### src/hw/csf_pkg.sv
// package: flag register layout, reset values, operation codes
package csf_pkg;
   localparam logic [7:0] CSF_ADDR_ALU_RESET_FLAGS = 8'h03;
   localparam int BIT_PIN_WAKE   = 7;
   localparam int BIT_UNUSED     = 6;
   localparam int BIT_PAGE_SEL   = 5;
   localparam int BIT_WDOG_EXP   = 4;
   localparam int BIT_POWER_DOWN = 3;
   localparam int BIT_ZERO       = 2;
   localparam int BIT_NIB_CARRY  = 1;
   localparam int BIT_CARRY      = 0;
   // power-on value: pin-wake 0, page 0, expired 1, power-down 1, alu flags 0
   localparam logic [7:0] CSF_POR_VALUE = 8'h18;
   localparam logic [7:0] CSF_SW_MASK   = 8'hA7;

   typedef enum logic [2:0] {
      CSF_OP_NONE   = 3'h0,
      CSF_OP_ADD    = 3'h1,
      CSF_OP_SUB    = 3'h3,
      CSF_OP_LOGIC  = 3'h2,
      CSF_OP_ROR    = 3'h6,
      CSF_OP_ROL    = 3'h7,
      CSF_OP_CLEAR  = 3'h5
   } csf_op_t;

   typedef struct packed {
      logic    wr_en;
      logic    [7:0] addr;
      logic    [7:0] data;
      csf_op_t op;
      logic    [7:0] opa;
      logic    [7:0] opb;
   } csf_req_t;

   typedef struct packed {
      logic por;
      logic wdt_clear;
      logic sleep;
      logic wdt_timeout;
      logic pin_wake_reset;
      logic other_reset;
   } csf_evt_t;

   typedef struct packed {
      logic [7:0] flags;
      logic [7:0] result;
   } csf_state_t;
endpackage : csf_pkg

### src/hw/csf_flags.sv
// module: core flag register with alu flag generation and reset cause flags
//
// Overview of operation
// - flag register may be any instruction's destination, written like a file register
// - flag-updating instruction writing the register keeps alu result flags; bits 7 and 5 still take the result
// - software writes never change watchdog-expired (bit 4) or power-down (bit 3)
// - clear-file on the register zeroes bits 7..5 and sets zero flag
// - bit 5 selects program page: 1 page 1, 0 page 0
// - expired flag set on power-up, watchdog clear, sleep; cleared on time-out
// - power-down flag set on power-up or watchdog clear; cleared on sleep
// - zero flag is 1 when arithmetic or logic result is zero
// - add: nibble carry is carry out of bit 3
// - subtract: nibble carry is inverted borrow from bit 3
// - rotate right loads carry with lsb, rotate left with msb
`timescale 1ns/1ps
module csf_flags
   import csf_pkg::*;
(
   // clock and reset
   input  wire logic       CLK,
   input  wire logic       SRST,
   // instruction and event side
   input  wire csf_req_t   REQ,
   input  wire csf_evt_t   EVT,
   // flag register contents and alu result
   output logic     [7:0]  FLAGS,
   output logic     [7:0]  RESULT,
   output logic            PAGE_SELECT
);

   csf_state_t st;
   csf_state_t next_st;
   logic [8:0] sum;
   logic [4:0] nib;
   logic       dest_hit;
   logic [7:0] res;
   logic       z;
   logic       dc;
   logic       c;
   logic       alu_op;

   ////////////////////////////////////////////////////////////////////////////
   always_comb begin
      next_st  = st;
      sum      = 9'h000;
      nib      = 5'h00;
      res      = 8'h00;
      z        = st.flags[BIT_ZERO];
      dc       = st.flags[BIT_NIB_CARRY];
      c        = st.flags[BIT_CARRY];
      alu_op   = 1'b1;
      dest_hit = REQ.wr_en && (REQ.addr == CSF_ADDR_ALU_RESET_FLAGS);
      case (REQ.op)
         CSF_OP_ADD: begin
            sum = {1'b0, REQ.opa} + {1'b0, REQ.opb};
            nib = {1'b0, REQ.opa[3:0]} + {1'b0, REQ.opb[3:0]};
            res = sum[7:0];
            dc  = nib[4];
            c   = sum[8];
         end
         CSF_OP_SUB: begin
            // opa minus opb; carries stay high when no borrow
            sum = {1'b0, REQ.opa} - {1'b0, REQ.opb};
            nib = {1'b0, REQ.opa[3:0]} - {1'b0, REQ.opb[3:0]};
            res = sum[7:0];
            dc  = ~nib[4];
            c   = ~sum[8];
         end
         CSF_OP_LOGIC: begin
            res = REQ.opa;
         end
         CSF_OP_ROR: begin
            res = {st.flags[BIT_CARRY], REQ.opa[7:1]};
            c   = REQ.opa[0];
         end
         CSF_OP_ROL: begin
            res = {REQ.opa[6:0], st.flags[BIT_CARRY]};
            c   = REQ.opa[7];
         end
         CSF_OP_CLEAR: begin
            res = 8'h00;
         end
         default: begin
            res    = REQ.data;
            alu_op = 1'b0;
         end
      endcase
      // rotates leave zero flag alone, only arithmetic, logic and clear affect it
      if (alu_op && REQ.op != CSF_OP_ROR && REQ.op != CSF_OP_ROL) begin
         z = (res == 8'h00);
      end
      next_st.result = res;
      if (dest_hit) begin
         // plain moves and bit ops write only bits 7, 5 and 2..0; bits 4 and 3 keep their value
         next_st.flags = (st.flags & ~CSF_SW_MASK) | (res & CSF_SW_MASK);
      end
      if (alu_op) begin
         // result flags win over the destination write
         next_st.flags[BIT_ZERO]      = z;
         next_st.flags[BIT_NIB_CARRY] = (REQ.op == CSF_OP_ADD || REQ.op == CSF_OP_SUB) ? dc
                                       : st.flags[BIT_NIB_CARRY];
         next_st.flags[BIT_CARRY]     = c;
      end
      // hardware events last so they win over any software write
      if (EVT.sleep) begin
         next_st.flags[BIT_WDOG_EXP]   = 1'b1;
         next_st.flags[BIT_POWER_DOWN] = 1'b0;
      end
      if (EVT.wdt_clear) begin
         next_st.flags[BIT_WDOG_EXP]   = 1'b1;
         next_st.flags[BIT_POWER_DOWN] = 1'b1;
      end
      if (EVT.wdt_timeout) begin
         next_st.flags[BIT_WDOG_EXP] = 1'b0;
      end
      if (EVT.other_reset) begin
         next_st.flags[BIT_PIN_WAKE] = 1'b0;
         next_st.flags[BIT_PAGE_SEL] = 1'b0;
      end
      if (EVT.pin_wake_reset) begin
         next_st.flags[BIT_PIN_WAKE] = 1'b1;
         next_st.flags[BIT_PAGE_SEL] = 1'b0;
      end
      if (EVT.por) begin
         next_st.flags = CSF_POR_VALUE;
      end
      next_st.flags[BIT_UNUSED] = 1'b0;
   end

   always_ff @(posedge CLK) begin
      if (SRST) begin
         st <= '{flags: CSF_POR_VALUE, result: 8'h00};
      end else begin
         st <= next_st;
      end
   end

   assign FLAGS       = st.flags;
   assign RESULT      = st.result;
   assign PAGE_SELECT = st.flags[BIT_PAGE_SEL];

   ////////////////////////////////////////////////////////////////////////////
   logic quiet;
   assign quiet = !EVT.por && !EVT.sleep && !EVT.wdt_clear && !EVT.wdt_timeout
                  && !EVT.pin_wake_reset && !EVT.other_reset;
endmodule : csf_flags

### config.mk
export PLATFORM = sky130hd
export DESIGN_NAME = csf_flags
export DESIGN_NICKNAME = d
export VERILOG_FILES = /design/src/hw/csf_pkg.sv /design/src/hw/csf_flags.sv
export SDC_FILE = /design/constraint.sdc
export NUM_CORES = 1
export LEC_CHECK = 0
export BUFFER_PORTS_ARGS = -buffer_cell sky130_fd_sc_hd__buf_2
export CORE_UTILIZATION = 55
export DETAILED_ROUTE_END_ITERATION = 16
export PLACE_DENSITY = 0.92
export SLEW_MARGIN = 5
export SYNTH_ARGS = -nofsm -noshare
export SYNTH_HDL_FRONTEND = slang
export SYNTH_SLANG_ARGS = --single-unit
### constraint.sdc
create_clock -name CLK -period 6.8 [get_ports CLK]
set_input_delay 1.7 -clock CLK [delete_from_list [all_inputs] [get_ports CLK]]
set_output_delay 1.7 -clock CLK [all_outputs]
set_load 0.01 [all_outputs]
Word-level counts from Yosys, hierarchy flattened --
Cells that the tools add are included.
Cells by class: equality and inequality tests 13, add/subtract/negate cells 4, reduce and logical (&&, ||, !) cells 16, muxes and demuxes 13, bitwise logic cells 3
Operator list (count):
- $pmux W8 S6 | 1
- $add A8 B8 Y9 | 1
- $eq A3 B3 Y1 const B | 3
- $sub A8 B8 Y9 | 1
- $eq A8 B2 Y1 const B | 1
- $logic_not A8 Y1 | 1
- $mux W8 | 1
- $or A7 B8 Y8 | 1
- $eq A3 B2 Y1 const B | 2
- $mux W1 | 6
- $ne A3 B3 Y1 const B | 2
- $reduce_or A6 Y1 | 1
- $add A4 B4 Y5 | 1
- $ne A5 B1 Y1 const B | 1
- $sub A4 B4 Y5 | 1
- $mux W2 | 2
- $ne A2 B1 Y1 const B | 2
- $pmux W1 S4 | 1
- $reduce_and A2 Y1 | 2
- $reduce_bool A2 Y1 | 2
- $reduce_bool A4 Y1 | 1
- $reduce_or A4 Y1 | 1
- $eq A3 B1 Y1 const B | 1
- $logic_and A1 B1 Y1 | 3
- other kinds (9) | 10
Word-level totals: logic and storage cells 58, output and inout port bits 17, input port bits 44, bits in registers 16

Longest topological paths before layout --
depth after elaboration 7, gate-level depth with buffers 10, gate-level depth less buffers 10

Least setup slack after synthesis --
OpenSTA, ideal clock, no wires.
kind input to register, start input port REQ[8] in the netlist's numbering, end register st (netlist bit FLAGS[2]), arrival time 3681 ps, setup time 60 ps, data required time 6740 ps, path buffers 0, stages 9, path slack 3059 ps, cells stage by stage inv_1 ha_1 fa_1 xnor2_1 mux4_2 a21oi_2 o2111ai_1 a2111oi_2 a41o_1
On the way: word-level cells in the longest chain between the ends 5, elaborated cells on any way between the ends 8, those cells by class add/sub: 2; mux: 4; bitwise: 1; reduce/logical: 1
RTL lines:
- start: declaration | line csf_flags.sv:23 | input wire csf_req_t REQ,
- $sub A8 B8 Y9 or $add A8 B8 Y9 (tied branches) | line csf_flags.sv:63, csf_flags.sv:55
- $pmux W8 S6 (*) | line csf_flags.sv:53 | case (REQ.op)
- $logic_not A8 Y1 or $or A7 B8 Y8 (tied branches) | line csf_flags.sv:90, csf_flags.sv:95
- $mux W1 or $mux W8 (tied branches) | line csf_flags.sv:89, csf_flags.sv:93
- $mux W3 (*) | line csf_flags.sv:97 | if (alu_op) begin
- end signal: assignment | line csf_flags.sv:132 | st <= '{flags: CSF_POR_VALUE, result: 8'h00};
- end signal: assignment | line csf_flags.sv:134 | st <= next_st;
- end: declaration | line csf_flags.sv:31 | csf_state_t st;
Every way passes the cells marked *; elsewhere a longest branch is shown, timed or not. The select of a mux whose other input is x is not followed. A chain may end at the register's enable or synchronous reset.

Worst setup path in the final report --
Ends and elaborated chain as after synthesis.

==> flow_metrics.py <==
metrics = {
    "worst_setup_path": {
        "arrival_ns": 3.97,
        "crit_slowest_cell": "mux4_2",
        "worstSetupEndpointType": "flip-flop",
        "path_class": "input pin to flip-flop",
        "cp.depth": 10,
        "worstPathBufferInverterCount": 2,
        "crit_path_max_fanout": 4,
        "path_cells": "buf_2 -> inv_1 -> ha_1 -> fa_1 -> xnor2_1 -> mux4_2 -> a21oi_2 -> o2111ai_1 -> a2111oi_2 -> a41o_1",
        "worst_path_largest_cell_delay_ns": 0.47,
        "reg2reg_depth": 5,
        "crit_required_ns": 7.03,
        "start_kind": "input pin",
        "critPathTopFamily": "compound AO/OA/AOI/OAI gates",
    },
    "cts": {
        "cts_tree": "yes",
        "postCtsHoldBufs": 0,
        "cts-root-buf": "clkbuf_4",
        "path_clk_slew_ns": 0.09,
        "cts_buffer_depth": 2,
        "cts_made_buffers": 3,
        "htreeDepth": 1,
        "clkLatencyLatePin_ns": 0.28,
        "post_cts_buffers": 0,
        "post_cts_resized": 0,
        "cts_sinks": 15,
    },
    "layout": {
        "layout-drive-gt1-share": 0.247,
        "nFillCells": 292,
        "multi_input_area_um2": 1310,
        "area_delta_synth_final_pct": 15.8,
        "diodes": 0,
        "mostFrequentLayoutCells": "buf_2, a21oi_1, inv_1",
        "seqCellArea_um2": 300,
        "layout.nets": 355,
        "layout_commonest_cell": "buf_2",
    },
    "floorplanning": {
        "start_util": 0.582,
        "die_h_um": 59.1,
        "fp-row-count": 20,
        "ios": 61,
        "dieArea_um2": 3490,
        "core_um2": 3080,
        "die_w_um": 59.1,
    },
    "global_routing": {
        "grt-ovfl-total": 0,
        "gr-usage-met3": 0.0328,
        "grt_max_degree": 37,
        "grtUsageMet1": 0.365,
        "grtUsageTotal": 0.279,
        "antenna_found_initial": 0,
        "grt_use_met2": 0.463,
        "grt_pass1_vias": 1749,
        "busiest_layer": "met2",
        "grt_pass1_wl_um": 7570,
    },
    "power": {
        "power_density_nw_per_um2": 129,
        "clockPowerShare": 0.184,
        "p_leak_nw": 0.997,
        "power_frac_seq": 0.354,
        "finalPower_mw": 0.269,
        "intPower_mw": 0.167,
        "p_comb_frac": 0.462,
        "p_sw_frac": 0.377,
        "ir_drop_mv": 0.0600,
        "p_switching_mw": 0.101,
    },
    "synth": {
        "synth_cell_types": 59,
        "synth_area_um2": 1790,
        "synth-edff-count": 0,
        "async_flop_share": 0,
        "yosysSeqAreaShare": 0.168,
        "synth_flop_cell": "dfxtp_1",
        "synth_nets": 307,
        "ys_ff_latch": 15,
        "yosysWarnings": 0,
        "synth_cells": 244,
        "syn_area_per_cell_um2": 7.34,
    },
    "sta": {
        "clock_skew_ns": 0.0108,
        "setup_violations": 0,
        "grt_setup_unrepaired": "false",
        "timing.setup.tns_ns": 0,
        "slew_violations": 0,
        "fmax_ghz": 0.267,
        "layout_min_cycle_time_ns": 3.74,
        "slew_headroom": 0.579,
        "finalCritPeriodShare": 0.550,
        "tightest_slew_ns": 0.616,
        "hold_viol": 0,
    },
    "drt": {
        "vias": 2027,
        "totalWireLength_um": 4730,
        "wl_per_cell_um": 14.1,
        "first_pass_iters": 5,
        "drtAntennaViolNets": 0,
        "drc": 0,
        "dr.first_iter.drc_count": 153,
        "viasPerCell": 6.05,
    },
    "place": {
        "hpwl_um": 3760,
        "io_buffers": 59,
        "gp_congestion": 0.956,
    },
    "min_path": {
        "hold_class": "flip-flop to flip-flop",
        "worstHoldPathCells": 2,
    },
    "run": {
        "cap_violations": 0,
    },
    "status": {
        "status": "complete, no violations",
    },
}
==> registers in the layout, indices dropped and copies added, names as in the netlist <==
| name | count |
|---|---|
| RESULT | 8 |
| FLAGS | 7 |
==> metrics by stage <==
stage	utilization	cells	instance area [um2]	setup slack, ns	hold WS, ns
2_1_floorplan	-	244	1790	3.06	0.499
3_3_place_gp	0.665	331	2050	2.86	0.440
3_5_place_dp	0.665	331	2050	2.79	0.449
4_1_cts	0.674	335	2070	3.08	0.472
5_1_grt	0.674	335	2070	2.94	0.490
6_report	0.674	335	2070	3.06	0.467
==> Yosys cell counts (all sizes together) (2+ instances only) <==
cell	count	share of area
nand3	3	0.0084
or3	2	0.0070
inv	24	0.050
o21bai	2	0.0084
o211ai	4	0.017
a21oi	27	0.078
a211o	2	0.0098
mux2i	2	0.011
buf	13	0.046
dfxtp	15	0.17
or2	3	0.010
xnor2	4	0.020
nand2	15	0.031
o22ai	5	0.017
ha	17	0.12
a211oi	8	0.039
or4	2	0.0084
o21ai	18	0.050
nand2b	10	0.035
fa	2	0.022
nand4b	3	0.018
a2111oi	2	0.013
nor3	9	0.028
clkbuf	3	0.0063
and3	4	0.014
a21o	2	0.0084
nor2	21	0.044
==> worst register-to-register path, cell delays in order (launching register included) <==
cell       delay (ns)
dfxtp_1          0.36
and3_1           0.17
o32ai_1          0.29
o2111ai_1        0.17
a2111oi_2        0.37
a41o_1           0.20
==> power groups by stage <==
stage / Sequential [mW] / Combinational [mW] / Clock (mW)
after floorplan: 0.100 / 0.0816 / 0
after global placement: 0.0970 / 0.117 / 0
final: 0.0951 / 0.124 / 0.0494
after global routing: 0.0959 / 0.136 / 0.0541
after detailed placement: 0.0973 / 0.120 / 0
after CTS: 0.0951 / 0.121 / 0.0495
==> final cells by class <==
| class | instances | area share |
|---|---|---|
| Multi-Input combinational cell | 189 | 0.630 |
| Timing Repair Buffer | 59 | 0.142 |
| Inverter | 24 | 0.0434 |
| Clock buffer | 4 | 0.0127 |
| Tap cell | 44 | 0.0265 |
| Sequential cell | 15 | 0.145 |
==> routing by layer <==
metal / up-vias / share of wire
met4: 0 / 0.033
li1: 971 / -
met3: 21 / 0.091
met1: 905 / 0.41
met5: - / 0
met2: 130 / 0.47
==> final timing paths <==
kind / to / slack [ns] / startpoint
setup / recovery: FLAGS[2] / 3.06 / REQ[8]
hold / removal: FLAGS[3] / 0.47 / FLAGS[3]
setup reg to reg: FLAGS[2] / 5.20 / FLAGS[0]
hold reg to reg: FLAGS[3] / 0.47 / FLAGS[3]
==> cells by family (layout without fill, tap and decap cells) <==
family                     count (synthesis)  count (layout)  share of synthesized area
AOI/OAI and AO/OA                         85              85                      0.315
xor gates and xnor gates                   4               4                     0.0196
adders and majority gates                 19              19                      0.141
buffers and inverters                     40              87                      0.103
DFF                                       15              15                      0.168
muxes                                      4               4                     0.0300
other                                      1               1                    0.00209
and+or+nand+nor                           76              76                      0.222
(Power assumes the default switching activity.)
